[src/led_guard_pkg.sv]
// constants shared by the led string protection and soft-start supervisor
package led_guard_pkg;
  // register byte addresses (index times four)
  localparam logic [7:0] CTRL_IDX   = 8'h01;
  localparam logic [7:0] STATUS_IDX = 8'h02;
  localparam logic [7:0] ID_IDX     = 8'h03;
  localparam logic [7:0] CFG_IDX    = 8'h0f;
  localparam logic [9:0] CTRL_ADDR   = {CTRL_IDX, 2'b00};
  localparam logic [9:0] STATUS_ADDR = {STATUS_IDX, 2'b00};
  localparam logic [9:0] ID_ADDR     = {ID_IDX, 2'b00};
  localparam logic [9:0] CFG_ADDR    = {CFG_IDX, 2'b00};
  // control register fields
  localparam int CTRL_BL_ON_BIT = 0;
  // config register fields: bits 1:0 threshold, bit 2 short detect enable
  localparam logic [1:0] THR_3V = 2'h0;
  localparam logic [1:0] THR_4V = 2'h1;
  localparam logic [1:0] THR_5V = 2'h2;
  localparam logic [2:0] CFG_RESET = {1'b1, THR_4V};
  // status register fields
  localparam int ST_FAULT_BIT   = 0;
  localparam int ST_THERMAL_BIT = 1;
  localparam int ST_BL_BIT      = 3;
  localparam int ST_ONE_OFF_BIT = 4;
  localparam int ST_TWO_OFF_BIT = 5;
  // arbitrary neutral identification value
  localparam logic [7:0] ID_VALUE = 8'h5a;
  // soft-start timing
  localparam int CLK_HZ       = 100_000_000;
  localparam int STEP_MS      = 2;
  localparam int STEP_CYCLES  = CLK_HZ / 1000 * STEP_MS;
  localparam int SS_STEPS     = 8;
  localparam int FAULT_PWM_CYCLES = 6;
  localparam int MAX_OFF_BEFORE_ALL = 3;
  // channel state codes
  typedef enum logic [2:0] {
    CH_PEND = 3'b001,
    CH_GOOD = 3'b010,
    CH_OFF  = 3'b100
  } ch_state_e;
endpackage : led_guard_pkg

[src/led_guard.sv]
// led string fault supervisor and soft-start sequencer with avalon-mm registers
// How it works
// - with bus idle, output dimming follows the external dimming input.
// - soft-start raises boost current limit in eight discrete steps.
// - limit starts at one ninth, adds a ninth every 2 ms.
// - a step waits until some string has conducted since the last one.
// - disabling then enabling the leds restarts soft-start at step one.
// - every channel fault is recorded in the status register at index 2.
// - faults are judged only while led feedback says operation is stable.
// - channel above selectable 3, 4 or 5 V threshold counts as shorted.
// - threshold resets to 4 V; software may disable short detection.
// - channel reaching target is good; good channel dropping below is open.
// - over-voltage or lower temperature marks every not-good channel open.
// - an open channel switches off after six dimming cycles.
// - a shorted channel, upper temperature clear, switches off after six cycles.
// - new fault with three channels already off shuts every channel down.
// - zener-bypassed string stays on unless over-voltage or lower temperature is reached.
// - input undervoltage stops switching and resets until re-enabled.
// - undervoltage returns all control and configuration to defaults.
// - at lower temperature, channels well below target are open, off later.
// - with leds enabled, upper temperature stops boost and sinks until disabled and re-enabled.
// - with leds enabled, upper temperature sets thermal flag; the block stays readable.
// - with chip enable low everything is off and the bus does not answer.
// - summary fault flag is the or of all fault bits.
// - status shows flags for exactly one and exactly two channels off.
//
// Our own choices: the Avalon-MM register port and the register addresses.
module led_guard
  import led_guard_pkg::*;
#(
  parameter int NUM_CH      = 8,           // number of led strings
  parameter int STEP_CNT    = STEP_CYCLES  // cycles per soft-start interval
)(
  input  wire logic              i_clk,            // 100 mhz clock
  input  wire logic              i_srst,           // synchronous reset, high
  input  wire logic              i_chip_en,        // chip enable pin
  input  wire logic              i_input_undervoltage_lockout, // input below 2.8 v
  input  wire logic              i_output_overvoltage_guard,   // boost at ovp limit
  input  wire logic              i_temp_low_trip,  // lower temperature reached
  input  wire logic              i_temp_high_trip, // upper temperature reached
  input  wire logic              i_bus_idle,       // both serial lines low/floating
  input  wire logic              i_pwm_in,         // external dimming input
  input  wire logic              i_pwm_sw,         // dimming from register path
  input  wire logic              i_pwm_period,     // pulse at each dimming period
  input  wire logic              i_stable,         // feedback says loop settled
  input  wire logic [NUM_CH-1:0] i_at_target,      // channel current at target
  input  wire logic [NUM_CH-1:0] i_conducting,     // channel carrying current
  input  wire logic [NUM_CH-1:0] i_above_3v,       // channel voltage above 3 v
  input  wire logic [NUM_CH-1:0] i_above_4v,       // channel voltage above 4 v
  input  wire logic [NUM_CH-1:0] i_above_5v,       // channel voltage above 5 v
  input  wire logic [9:0]        avs_address,      // byte address
  input  wire logic              avs_read,         // read strobe
  input  wire logic              avs_write,        // write strobe
  input  wire logic [31:0]       avs_writedata,    // write data
  input  wire logic [3:0]        avs_byteenable,   // byte lanes
  output logic [31:0]            avs_readdata,     // read data
  output logic                   avs_waitrequest,  // stall
  output logic [1:0]             avs_response,     // 00 ok, 10 slave error
  output logic [NUM_CH-1:0]      o_ch_en,          // current sink enables
  output logic                   o_pwm_out,        // dimming to sinks
  output logic                   o_boost_en,       // boost switching allowed
  output logic [3:0]             o_ilim_step       // limit in ninths, 1..9
);

  initial
  begin
    if (NUM_CH < 4 || NUM_CH > 16)
      $error("led_guard: NUM_CH must be 4..16");
    if (STEP_CNT < 2)
      $error("led_guard: STEP_CNT too small");
  end

  localparam int CW = $clog2(STEP_CNT + 1);

  typedef struct packed {
    logic              bl_on;
    logic [2:0]        cfg;
    logic              thermal;
    logic              lock;       // undervoltage latched, cleared by restart once it ends
    logic [3:0]        step;
    logic [CW-1:0]     tmr;
    logic              seen;       // conduction seen since last step
    ch_state_e [NUM_CH-1:0] chs;
    logic [NUM_CH-1:0] open_p;     // pending open fault
    logic [NUM_CH-1:0] short_p;    // pending short fault
    logic [NUM_CH-1:0][2:0] fcnt;  // dimming periods of pending fault
    logic              all_off;
    logic              ack;
    logic [31:0]       rdata;
    logic [1:0]        resp;
  } state_s;

  state_s s_reg;
  state_s s_next;

  // channels disabled by fault handling
  function automatic logic [4:0] count_off(input ch_state_e [NUM_CH-1:0] c);
    logic [4:0] n;
    n = 5'h0;
    for (int k = 0; k < NUM_CH; k++)
      n = n + 5'((c[k] == CH_OFF) ? 1 : 0);
    return n;
  endfunction : count_off

  logic [NUM_CH-1:0] short_now;
  logic [4:0]        n_off;
  logic              running;
  logic [7:0]        status;

  // short comparison with selected threshold
  // the three comparator levels arrive as separate inputs; only the
  // selected one is looked at, the others may toggle freely
  always_comb
  begin
    unique case (s_reg.cfg[1:0])
      THR_3V:  short_now = i_above_3v;
      THR_5V:  short_now = i_above_5v;
      default: short_now = i_above_4v;
    endcase
    if (!s_reg.cfg[2])
      short_now = '0;
  end

  assign n_off   = count_off(s_reg.chs);
  assign running = s_reg.bl_on && i_chip_en && !s_reg.thermal && !s_reg.all_off;


  // status byte, summary flag derived from the fault bits
  // built from live state, so a read always reflects the current picture
  always_comb
  begin
    status = 8'h00;
    status[ST_THERMAL_BIT] = s_reg.thermal;
    status[ST_BL_BIT]      = running;
    status[ST_ONE_OFF_BIT] = (n_off == 5'd1);
    status[ST_TWO_OFF_BIT] = (n_off == 5'd2);
    status[ST_FAULT_BIT]   = s_reg.thermal | (n_off != 5'd0) | s_reg.all_off;
  end

  always_comb
  begin
    logic fault_new;
    logic en_wr;
    fault_new = 1'b0;
    en_wr     = 1'b0;
    s_next = s_reg;
    s_next.ack = 1'b0;
    // bus slave: a request is taken while waitrequest is high and answered
    // one cycle later; read data is captured at the take so that it stands
    // in the answer cycle, when the master samples it
    if ((avs_read || avs_write) && !s_reg.ack)
    begin
      s_next.ack   = 1'b1;
      s_next.resp  = 2'b00;
      s_next.rdata = 32'h0;
      unique case (avs_address)
        CTRL_ADDR:   s_next.rdata = {31'h0, s_reg.bl_on};
        STATUS_ADDR: s_next.rdata = {24'h0, status};
        ID_ADDR:     s_next.rdata = {24'h0, ID_VALUE};
        CFG_ADDR:    s_next.rdata = {29'h0, s_reg.cfg};
        default:     s_next.resp  = 2'b10;
      endcase
    end

    // a write lands only at the edge where the master sees waitrequest low;
    // committing at the take would let an abandoned request change state
    if (avs_write && s_reg.ack && avs_byteenable[0])
    begin
      // control: a 0 to 1 edge on the enable bit restarts soft-start
      if (avs_address == CTRL_ADDR)
      begin
        s_next.bl_on = avs_writedata[CTRL_BL_ON_BIT];
        en_wr = avs_writedata[CTRL_BL_ON_BIT] && !s_reg.bl_on;
      end
      // config: the unused threshold code 3 is dropped, so the comparator
      // select never points at a missing level; the detect bit still lands
      if (avs_address == CFG_ADDR && avs_writedata[1:0] != 2'h3)
        s_next.cfg = avs_writedata[2:0];
      else if (avs_address == CFG_ADDR)
        s_next.cfg[2] = avs_writedata[2];
    end

    if (en_wr || (!s_reg.bl_on))
    begin
      s_next.step    = 4'd1;
      s_next.tmr     = '0;
      s_next.seen    = 1'b0;
      s_next.thermal = s_reg.bl_on ? s_reg.thermal : 1'b0;
      s_next.all_off = 1'b0;
      s_next.lock    = 1'b0;
      for (int k = 0; k < NUM_CH; k++)
      begin
        s_next.chs[k]  = CH_PEND;
        s_next.fcnt[k] = 3'h0;
      end
      s_next.open_p  = '0;
      s_next.short_p = '0;
      if (en_wr)
        s_next.thermal = 1'b0;
    end
    else if (running)
    begin
      // everything below runs only while the strings are allowed to light;
      // a thermal or global shutdown freezes timers and fault state alike

      if (|(i_conducting & o_ch_en))
        s_next.seen = 1'b1;

      // step timer
      // the timer saturates at the interval end and waits there for
      // conduction, so a dark interval delays the step instead of losing it
      if (s_reg.step < 4'(SS_STEPS + 1))
      begin
        if (s_reg.tmr >= CW'(STEP_CNT - 1))
        begin
          if (s_reg.seen || (|(i_conducting & o_ch_en)))
          begin
            s_next.step = s_reg.step + 4'd1;
            s_next.tmr  = '0;
            s_next.seen = 1'b0;
          end
        end
        else
          s_next.tmr = s_reg.tmr + CW'(1);
      end

      // per-channel classification; a channel already off is left alone
      // so that its flags stay until the leds are next disabled
      for (int k = 0; k < NUM_CH; k++)
      begin
        if (s_reg.chs[k] != CH_OFF)
        begin
          if (i_at_target[k])
            s_next.chs[k] = CH_GOOD;
          if (i_stable)
          begin
            if (s_reg.chs[k] == CH_GOOD && !i_at_target[k])
              s_next.open_p[k] = 1'b1;
            if ((i_output_overvoltage_guard || i_temp_low_trip) &&
                s_reg.chs[k] != CH_GOOD && !i_at_target[k])
              s_next.open_p[k] = 1'b1;
            if (short_now[k] && !i_temp_high_trip)
              s_next.short_p[k] = 1'b1;
          end
          if (s_reg.open_p[k] || s_reg.short_p[k])
          begin
            if (i_pwm_period)
              s_next.fcnt[k] = s_reg.fcnt[k] + 3'h1;
            if (s_reg.fcnt[k] == 3'(FAULT_PWM_CYCLES - 1) && i_pwm_period)
            begin
              s_next.chs[k] = CH_OFF;
              fault_new = 1'b1;
            end
          end
        end
      end

      // fourth fault shuts all
      // n_off still counts the channels off before this cycle's new fault
      if (fault_new && n_off >= 5'(MAX_OFF_BEFORE_ALL))
        s_next.all_off = 1'b1;
    end

    // upper temperature trip
    // gated by the registered bl_on, so a trip in the same cycle as a
    // re-enable write is not latched
    if (i_temp_high_trip && s_reg.bl_on && i_chip_en)
      s_next.thermal = 1'b1;

    // undervoltage returns defaults
    // clearing bl_on makes the restart branch reset the rest next cycle
    if (i_input_undervoltage_lockout)
    begin
      s_next.bl_on = 1'b0;
      s_next.cfg   = CFG_RESET;
      s_next.lock  = 1'b1;
    end

    // chip enable low: bus ignored, state cleared
    // this comes last so nothing above can answer a disabled bus
    if (!i_chip_en)
    begin
      s_next.ack   = 1'b0;
      s_next.bl_on = 1'b0;
      s_next.cfg   = CFG_RESET;
    end
  end

  // state register
  // reset loads the same defaults that undervoltage and enable-low restore,
  // so software sees one consistent picture after any of them
  always_ff @(posedge i_clk)
  begin
    if (i_srst)
    begin
      s_reg         <= '0;
      s_reg.cfg     <= CFG_RESET;
      s_reg.step    <= 4'd1;
      for (int k = 0; k < NUM_CH; k++)
        s_reg.chs[k] <= CH_PEND;
    end
    else
      s_reg <= s_next;
  end

  // outputs; waitrequest drops only in the ack cycle, which never follows a take with chip enable low
  // waitrequest is combinational from a flop, so it has no path from the
  // master's strobes and cannot form a loop with a combinational master
  assign avs_waitrequest = !s_reg.ack;
  assign avs_readdata    = s_reg.rdata;
  assign avs_response    = s_reg.resp;
  assign o_boost_en      = running && !i_input_undervoltage_lockout;
  assign o_ilim_step     = s_reg.step;
  // dimming source: pin when bus idle
  assign o_pwm_out       = i_chip_en && (i_bus_idle ? i_pwm_in : (running && i_pwm_sw));


  // sinks on unless fault-disabled or globally off
  // in plain dimming mode the sinks run without the enable bit, since
  // no host is there to set it
  always_comb
  begin
    for (int k = 0; k < NUM_CH; k++)
      o_ch_en[k] = i_chip_en && (running || i_bus_idle) && !s_reg.thermal &&
                   !s_reg.all_off && (s_reg.chs[k] != CH_OFF);
  end

endmodule : led_guard

[config.mk]
export PLATFORM = sky130hd
export DESIGN_NAME = led_guard
export DESIGN_NICKNAME = d
export VERILOG_FILES = /design/src/led_guard_pkg.sv /design/src/led_guard.sv
export SDC_FILE = /design/constraint.sdc
export NUM_CORES = 1
export LEC_CHECK = 0
export ABC_CLOCK_PERIOD_IN_PS = 4100
export BUFFER_PORTS_ARGS = -buffer_cell sky130_fd_sc_hd__buf_2
export CAP_MARGIN = 20
export CORE_ASPECT_RATIO = 0.7
export CORE_MARGIN = 3
export CORE_UTILIZATION = 51
export DETAILED_ROUTE_END_ITERATION = 8
export GPL_TIMING_DRIVEN = 1
export PLACE_DENSITY_LB_ADDON = 0.15
export SYNTH_ARGS = -nofsm -noshare
export SYNTH_HDL_FRONTEND = slang
export SYNTH_SLANG_ARGS = --single-unit
[constraint.sdc]
create_clock -name i_clk -period 4.1 [get_ports i_clk]
set_clock_uncertainty 0.05 [all_clocks]
set_input_delay 0.41 -clock i_clk [delete_from_list [all_inputs] [get_ports i_clk]]
set_output_delay 0.41 -clock i_clk [all_outputs]
set_load 0.005 [all_outputs]
## Word-level counts from Yosys, hierarchy flattened

Cells that the tools add are included.

- Add/sub/neg operators: 17
- Multiply operators: 0
- Divide/modulo/power cells: 0
- Magnitude comparators: 3
- Equal/unequal tests: 50
- Shift-type cells: 0
- Muxes and demuxes: 95
- Bitwise gates (word level): 4
- Reduce and logical (&&, ||, !) cells: 148

Operators with widths:

| operator | count |
|---|---|
| $reduce_and A4 Y1 | 25 |
| $mux W3 | 24 |
| $logic_and A1 B1 Y1 | 65 |
| $mux W1 | 63 |
| $eq A3 B3 Y1 const B | 16 |
| $mux W35 | 1 |
| $pmux W7 S4 | 1 |
| $reduce_and A2 Y1 | 13 |
| $add A3 B1 Y3 const B | 8 |
| $eq A3 B2 Y1 const B | 8 |
| $ne A3 B2 Y1 const B | 8 |
| $ne A3 B3 Y1 const B | 8 |
| $eq A10 B4 Y1 const B | 2 |
| $reduce_bool A2 Y1 | 10 |
| $mux W19 | 1 |
| $add A18 B1 Y18 const B | 1 |
| $ge A18 B18 Y1 const B | 1 |
| $mux W18 | 1 |
| $pmux W8 S2 | 1 |
| $add A5 B1 Y5 | 3 |
| $logic_not A1 Y1 | 14 |
| $logic_or A1 B1 Y1 | 13 |
| $eq A10 B3 Y1 const B | 1 |
| $eq A10 B6 Y1 const B | 1 |
| other kinds (25) | 28 |

- Register bits: 128
- Bits in latches: 0
- Memory bits (writable): 0
- Memory bits (read-only): 0
- Input port bits: 100
- Output and inout bits: 49
- Logic and storage cells: 360
- Memories: 0

## Longest topological paths before layout

Gate-level depths: netlist (run 1).

- Depth in word-level cells: 32
- Depth in mapped cells: 13
- Depth with buffers taken out: 12

## Worst setup path before layout (run 1)

No wires, ideal clock.

- Kind: reg-to-reg
- Start point: register s_reg[87] (netlist bit)
- End point: register s_reg, in the netlist avs_readdata[0]
- Data arrival time: 3.582 ns
- Setup slack: 0.335 ns
- Stages on the path, launching flop included: 12
- Path buffers: 1
- Clock period less this slack: 3.765 ns
- Cell sequence: dfxtp_1 or3b_1 clkbuf_1 fa_1 fa_1 fa_1 inv_1 ha_1 fa_1 or3_1 o31ai_1 a211oi_1

- Cells in the longest elaborated chain, start to end: 11

RTL lines:

| what | line | RTL |
|---|---|---|
| from (decl) | led_guard.sv:93 | `state_s s_reg;` |
| from (signal assigned) | led_guard.sv:303 | `s_reg <= s_next;` |
| $eq A3 B3 Y1 | led_guard.sv:101 | `n = n + 5'((c[k] == CH_OFF) ? 1 : 0);` |
| $mux W1 | led_guard.sv:101 |  |
| $add A3 B1 Y4 | led_guard.sv:101 |  |
| $add A4 B1 Y5 | led_guard.sv:101 |  |
| $add A5 B1 Y5 (3 in a row) | led_guard.sv:101 |  |
| $reduce_bool A5 Y1 | led_guard.sv:137 | `status[ST_FAULT_BIT] = s_reg.thermal \| (n_off != 5'd0) \| s_reg.all_off;` |
| $or A1 B1 Y1 (2 in a row) | led_guard.sv:137 |  |
| $pmux W7 S4 | led_guard.sv:156 | `unique case (avs_address)` |

Every way passes these cells.
A chain may end at the register's enable or synchronous reset.

## Worst setup path after layout (run 1)

- Start point: register s_reg[81] (netlist bit)
- End point: register s_reg, in the netlist avs_readdata[4]

- Cells in the longest elaborated chain, start to end: 11

RTL lines:

| what | line | RTL |
|---|---|---|
| $eq A3 B3 Y1 | led_guard.sv:101 |  |
| $mux W1 | led_guard.sv:101 |  |
| $add A1 B1 Y2 | led_guard.sv:101 |  |
| $add A2 B1 Y3 | led_guard.sv:101 |  |
| $add A3 B1 Y4 | led_guard.sv:101 |  |
| $add A4 B1 Y5 | led_guard.sv:101 |  |
| $add A5 B1 Y5 (3 in a row) | led_guard.sv:101 |  |
| $eq A5 B1 Y1 | led_guard.sv:135 | `status[ST_ONE_OFF_BIT] = (n_off == 5'd1);` |
| $pmux W7 S4 | led_guard.sv:156 |  |

Every way passes these cells.

==> results by group, run 1 <==
Global route
  • Wire length of the first global-routing pass: 21630 um
  • Gr ovfl total: 0
  • Met1 usage: 0.3204
  • Largest net degree at the start of global routing: 52
  • GR Util All Layers: 0.2234
  • Initial antenna violation count: 0
  • Met2 Resource Use GR: 0.3473
  • Most Used Layer, Global Route: met2
  • Met3 Usage GRT: 0.04395
  • Vias in the first global route: approximately 4500

Min path
  • Hold path depth: 2
  • Hold WC Path Type: in2reg

Yosys
  • Synthesized cell area: 5515 um^2
  • Gate Count Post-Synth: ~660
  • Number of distinct library cells after synthesis: 62
  • Synth Area in XOR/XNOR: 0.02541
  • Flops & latches, synth: 102
  • Most area-consuming cells after synthesis: dfxtp_1 37%, nor2_1 5.7%, buf_4 5.2%
  • Multiplexer area fraction after synthesis: 0.02178
  • Ys async rst share: 0
  • Largest area contributor in the netlist: dfxtp_1
  • Share of the synthesized area in the top cell type: 0.3702
  • Post-synthesis compound-gate area fraction: 0.1892
  • Seq/Total Area, Yosys: 0.3702
  • Main combinational cell family by area after synthesis: simple AND/OR/NAND/NOR gates
  • Syn. warnings: 0
  • Synth Flop Type: dfxtp_1
  • Simple-gate share of the synthesized area: 0.2316
  • Post-synthesis adder-cell area fraction: 0.06443
  • Number of synthesized flops with an enable pin: 0
  • Avg Cell Area, Syn: 8.306 um^2

Die
  • Core ar.: roughly 10000 um^2
  • Die area: roughly 12000 um^2
  • Die Y: between 90 and 100 um
  • FP Rows: 31
  • I/O pin total: 149
  • Initial core utilization: 0.5286
  • Die width: 130.3 um

STA
  • Rel. slew slack: 0.2665
  • Worst-margin pin slew: 1.096 ns
  • Hold Vio Cnt, Final: 0
  • Setup TNS: 0 ns
  • Fmax achieved: 0.2555 GHz
  • Max-slew violation count: 0
  • Final period util: 0.9545
  • Unrepaired setup endpoints after global routing: false
  • Hold_ws: 0.2403 ns
  • Setup Viol. Count Final: 0
  • Tmin final: 3.913 ns

Detailed routing
  • Via density: around 5.7
  • WL final: 13570 um
  • Post-route DRC: 0
  • 1st-pass router iterations: 5
  • DR WL/cell: 15.76 um
  • DR vias: about 4900
  • Antenna viol nets, final: 0
  • 1st-iter DRT viols: 431

Pwr
  • Leakage: about 2.3 nW
  • Peak supply drop: 0.1962 mV
  • PwrDens: approximately 320 nW/um^2

Clock network
  • Worst-path clk slew: 0.06 ns
  • Max Root-Sink Buffers: 2
  • # H-tree levels: 3
  • CTS resizes: 0
  • Clock tree sinks: 102
  • Hold Buf Count CTS: 0
  • Clock Latency Late Sink: between 0.3 and 0.4 ns
  • Clock root buffer: clkbuf_16
  • Post-CTS setup buffers: 0
  • CTS tree: done
  • Total CTS buffers: 9

Cells and area
  • Fillers: approximately 950
  • Register Area: 2042 um^2
  • N_diodes: 0
  • Layout cell share with drive strength beyond 1: 0.1728
  • Final net count: 853
  • Multi-input gate area: between 3000 and 4000 um^2
  • Max reg flops: 90
  • Area Overhead vs Synth: 11.41%

Place
  • Port bufs: 90
  • GP Congestion: between 0.8 and 0.9
  • Hpwl dp: 10000 um

Worst setup path
  • FF-to-FF setup slack: 0.19 ns
  • Critical Path AT: 4.13 ns
  • Critical Path Fanout Max: 7
  • Reg2Reg Depth: 11
  • Critical path launch point type: flop
  • Critical Path RT: 4.31 ns
  • Setup CP Type: reg2reg
  • Worst setup EP type: flop

Outcome
  • Status: completed

Job
  • MaxCap Viol Count: 0
-- final cells by class --
class                      instances  area share
tap                              132     0.02688
clock inverter                     2    0.009774
timing repair buffer              96     0.08064
inverter                          30     0.01833
clock buffer                      11     0.03787
multi-input combinational        488      0.4942
sequential                       102      0.3323
-- cell families after synthesis --
| group | count (synthesis) |
|---|---|
| simple gates | 254 |
| compound gates | 154 |
| flops | 102 |
| fa+ha+maj | 26 |
| other cells | 1 |
| mux | 12 |
| xor+xnor | 16 |
| buf+inv | 99 |
-- cells in the final DEF, fill, tap and decap left out, types with 5 or more instances in the layout --
master / count
a31oi_1: 14
a21oi_1: 31
buf_4: 6
nand3_1: 23
ha_1: 22
o31ai_1: 13
or4_1: 13
a22oi_1: 5
clkbuf_16: 9
nor3b_1: 9
a31o_2: 5
nor2_1: 84
xor2_1: 8
nor2b_1: 7
nand4_1: 8
nor3_1: 16
inv_1: 30
a211oi_1: 23
nand2_1: 58
dfxtp_1: 102
or3b_1: 5
o2111ai_1: 8
xnor2_1: 8
mux2i_1: 12
buf_2: 90
and2_1: 5
conb_1: 26
o21ai_0: 33
-- per-stage QoR --
| step | instance area [um^2] | instances | utilization | worst slack [ns] | total power, mW |
|---|---|---|---|---|---|
| after floorplan | 5609 | 689 | - | 0.3352 | 1.076 |
| after global placement | 5852 | 848 | 0.5609 | 0.3086 | 1.109 |
| after detailed placement | 5852 | 848 | 0.5609 | 0.2036 | 1.110 |
| after CTS | 6145 | 861 | 0.5889 | 0.1983 | 1.980 |
| after global routing | 6145 | 861 | 0.5889 | 0.02356 | 2.025 |
| final | 6145 | 861 | 0.5889 | 0.1866 | 1.961 |
-- report_power, final --
| part | switching (mW) | internal [mW] |
|---|---|---|
| logic | 0.0511 | 0.0421 |
| clock network | 0.347 | 0.525 |
| registers | 0.00216 | 0.994 |
| total | 0.400 | 1.56 |
-- final timing paths --
check | startpoint | end
max | s_reg[81] | avs_readdata[4]
min | i_input_undervoltage_lockout | s_reg[126]
max reg2reg | s_reg[81] | avs_readdata[4]
min reg2reg | avs_readdata[2] | avs_readdata[2]
-- metal layers --
| metal | up-vias | wire (um) |
|---|---|---|
| met1 | 2305 | 6632 |
| met4 | 0 | 148 |
| met3 | 14 | 957 |
| li1 | 2426 | - |
| met5 | - | 0 |
| met2 | 156 | 5832 |
-- critical path, cell delays in order, from the launching register on --
cell,delay [ns]
dfxtp_1,0.36
or3b_1,0.50
fa_1,0.55
fa_1,0.43
fa_1,0.49
inv_1,0.05
ha_1,0.20
fa_1,0.40
o21a_1,0.23
nor4bb_1,0.33
nor3_1,0.08
nor3_1,0.17
-- synthesized netlist by cell type, drive strengths merged, types with 9 or more instances --
library cell / count
o31ai: 13
mux2i: 12
inv: 30
or4: 14
ha: 22
nand3: 23
a31oi: 14
nor3b: 9
nor2: 84
a211oi: 26
a21oi: 32
dfxtp: 102
o21ai: 34
nor3: 16
clkbuf: 25
nand2: 58
buf: 44
Note: power is estimated with default switching activity, not from simulation.
==> run 2: changes to the inputs <==
--- a/config.mk
+++ b/config.mk
@@ -8,9 +8,11 @@
 export ABC_CLOCK_PERIOD_IN_PS = 4100
 export BUFFER_PORTS_ARGS = -buffer_cell sky130_fd_sc_hd__buf_2
 export CAP_MARGIN = 20
+export CELL_PAD_IN_SITES_DETAIL_PLACEMENT = 1
+export CELL_PAD_IN_SITES_GLOBAL_PLACEMENT = 1
 export CORE_ASPECT_RATIO = 0.7
 export CORE_MARGIN = 3
-export CORE_UTILIZATION = 51
+export CORE_UTILIZATION = 39
 export DETAILED_ROUTE_END_ITERATION = 8
 export GPL_TIMING_DRIVEN = 1
 export PLACE_DENSITY_LB_ADDON = 0.15
==> run 2 against run 1 <==
Global-route usage down 2.4 points. Die area up 29%. Worst setup slack worse by 0.015 ns. Wire length up 16%. Flip-flop and latch count unchanged. Maximum frequency down 0.39%. First-iteration DRC count down 55%. Cell count up 7.1%. Critical endpoint is now avs_readdata[0].
==> results by group, run 2 (same netlist as run 1, synthesis figures left out) <==
Worst setup path
  • Critical Path RT: 4.26 ns (-0.05 ns)
  • Worst setup EP type: flop
  • Setup CP Type: reg2reg
  • Critical Path Fanout Max: 4 (-3)
  • Crit-path slowest cell: fa_1
  • CP cell instances: or3b_1 > fa_1 > fa_1 > fa_1 > inv_1 > ha_1 > fa_1 > or3_1 > o31ai_1 > a211oi_1
  • Most used cell, CP: fa_1
  • Critical Path AT: 4.09 ns (-0.04 ns)
  • CP peak stage delay: 0.58 ns (+0.03 ns)
  • Critical path launch point type: flop

Pwr
  • Clock power frac: 0.410 (-0.035)
  • Leakage: 2.307 nW (+0.40%)
  • Sequential share of power: 0.538 (+0.030)
  • Sw Ratio: 0.2197 (+0.01574)
  • PwrDens: 297.8 nW/um^2 (-6.7%)
  • Switching pwr: 0.4066 mW (+1.6%)
  • Peak supply drop: 0.1803 mV (-8.1%)
  • Logic pwr share: 0.052 (+0.004)
  • Pint: 1.444 mW (-7.5%)

Global route
  • Gr ovfl total: 0 (unchanged)
  • GR Util All Layers: 0.1997 (-0.02369)
  • Largest net degree at the start of global routing: 40 (-23%)
  • Wire length of the first global-routing pass: 25460 um (+18%)
  • Vias in the first global route: 5006 (+12%)
  • Initial antenna violation count: 0 (unchanged)

Place
  • Hpwl dp: 11750 um (+17%)
  • Port bufs: 90 (unchanged)
  • GP Congestion: 0.8406 (-0.88%)

STA
  • Final period util: 0.9582 (+0.003710)
  • Worst-margin pin slew: 0.9221 ns (-0.1742 ns)
  • Max-slew violation count: 0 (unchanged)
  • Setup TNS: 0 ns (unchanged)
  • Unrepaired setup endpoints after global routing: false
  • Tmin final: 3.929 ns (+0.01521 ns)
  • Hold_ws: 0.2409 ns (+0.0006540 ns)
  • Rel. slew slack: 0.3826 (+0.1161)
  • Setup Viol. Count Final: 0 (unchanged)
  • Fmax achieved: 0.2545 GHz (-0.39%)
  • Hold Vio Cnt, Final: 0 (unchanged)

Cells and area
  • Most common cell after layout, fill and taps aside: dfxtp_1
  • Area Overhead vs Synth: 12.66%
  • N_diodes: 0 (unchanged)
  • Most frequent cells in the layout: 102 x dfxtp_1, 90 x buf_2, 84 x nor2_1, 58 x nand2_1, 33 x o21ai_0
  • Final net count: 859 (+0.70%)
  • Max reg flops: 90 (unchanged)
  • Layout cell share with drive strength beyond 1: 0.1791 (+0.006265)

Clock network
  • Max Root-Sink Buffers: 2 (unchanged)
  • Total CTS buffers: 9 (unchanged)
  • CTS tree: done
  • # H-tree levels: 3 (unchanged)
  • CTS resizes: 0 (unchanged)
  • Hold Buf Count CTS: 0 (unchanged)
  • Clock Latency Late Sink: 0.34 ns (about the same)
  • Clock root buffer: clkbuf_16
  • Clock tree sinks: 102 (unchanged)
  • Post-CTS setup buffers: 0 (unchanged)
  • Worst-path clk slew: 0.06 ns (about the same)

Detailed routing
  • DR vias: 4949 (+0.98%)
  • Via density: 5.368 (-5.7%)
  • WL final: 15770 um (+16%)
  • DR WL/cell: 17.11 um (+8.5%)
  • Antenna viol nets, final: 0 (unchanged)
  • 1st-pass router iterations: 5 (unchanged)
  • Post-route DRC: 0 (unchanged)
  • 1st-iter DRT viols: 193 (-55%)

Die
  • Initial core utilization: 0.4089 (-0.1197)
  • Die width: 148.1 um (+14%)
  • Core ar.: 13490 um^2 (+29%)
  • I/O pin total: 149 (unchanged)
  • Die Y: 105.5 um (+13%)
  • Die area: 15630 um^2 (+29%)
  • FP Rows: 35 (+13%)

Job
  • MaxCap Viol Count: 0 (unchanged)

Outcome
  • Status: completed

Min path
  • Hold WC Path Type: in2reg
==> run 2: cell types whose count changed in the layout (fill, tap and decap cells not counted) <==
cell       change
buf_4          +6
bufinv_16      -2
clkbuf_1       +2
clkinv_2       +2
==> run 2: power by group through the flow <==
stage | combinational [mW] | sequential [mW] | clock, mW
3_5_place_dp | 0.0944 | 1.02 | 0
5_1_grt | 0.107 | 0.995 | 0.827
6_report | 0.0957 | 0.996 | 0.759
4_1_cts | 0.0953 | 0.995 | 0.787
3_3_place_gp | 0.0925 | 1.02 | 0
2_1_floorplan | 0.0583 | 1.02 | 0
==> run 2: final timing paths <==
check / cells past startpoint / endpoint / from / slack, ns
setup / recovery: 10 / avs_readdata[0] / s_reg[87] / 0.17
hold / removal: 3 / s_reg[127] / avs_writedata[2] / 0.24
setup reg to reg: 10 / avs_readdata[0] / s_reg[87] / 0.17
hold reg to reg: 2 / avs_readdata[6] / avs_readdata[6] / 0.41
==> run 2: stage by stage <==
step                      total power [mW]  worst slack (ns)  instance area (um^2)    util  cells
after floorplan                      1.076            0.3352                  5609       -    689
after global placement               1.110            0.3050                  5963  0.4421    907
after detailed placement             1.113            0.1929                  5963  0.4421    907
after CTS                            1.877            0.1685                  6213  0.4607    922
after global routing                 1.929           0.03889                  6213  0.4607    922
final                                1.850            0.1714                  6213  0.4607    922
==> run 2: final cells by class <==
class / instances / area [um^2]
fill: 1680 / 7274
multi-input combinational: 488 / 3037
sequential: 102 / 2042
timing repair buffer: 102 / 540.5
clock buffer: 13 / 240.2
tap: 185 / 231.5
inverter: 30 / 112.6
clock inverter: 2 / 10.01
==> run 2: critical path, delay by kind of cell, from the launching register on <==
family	cells	cell delay (ns)
adder cells (fa/ha/maj)	5	2.21
flip-flops	1	0.37
buffers and inverters	1	0.04
AND/OR/NAND/NOR	2	0.77
AO/OA/AOI/OAI	2	0.35
==> run 2: per-layer routing <==
| layer | track usage | up-vias | wire length, um |
|---|---|---|---|
| li1 | - | 2433 | - |
| met4 | 0.04483 | 0 | 184 |
| met2 | 0.3097 | 126 | 6893 |
| met5 | 0 | - | 0 |
| met3 | 0.04555 | 13 | 923 |
| met1 | 0.2836 | 2377 | 7771 |
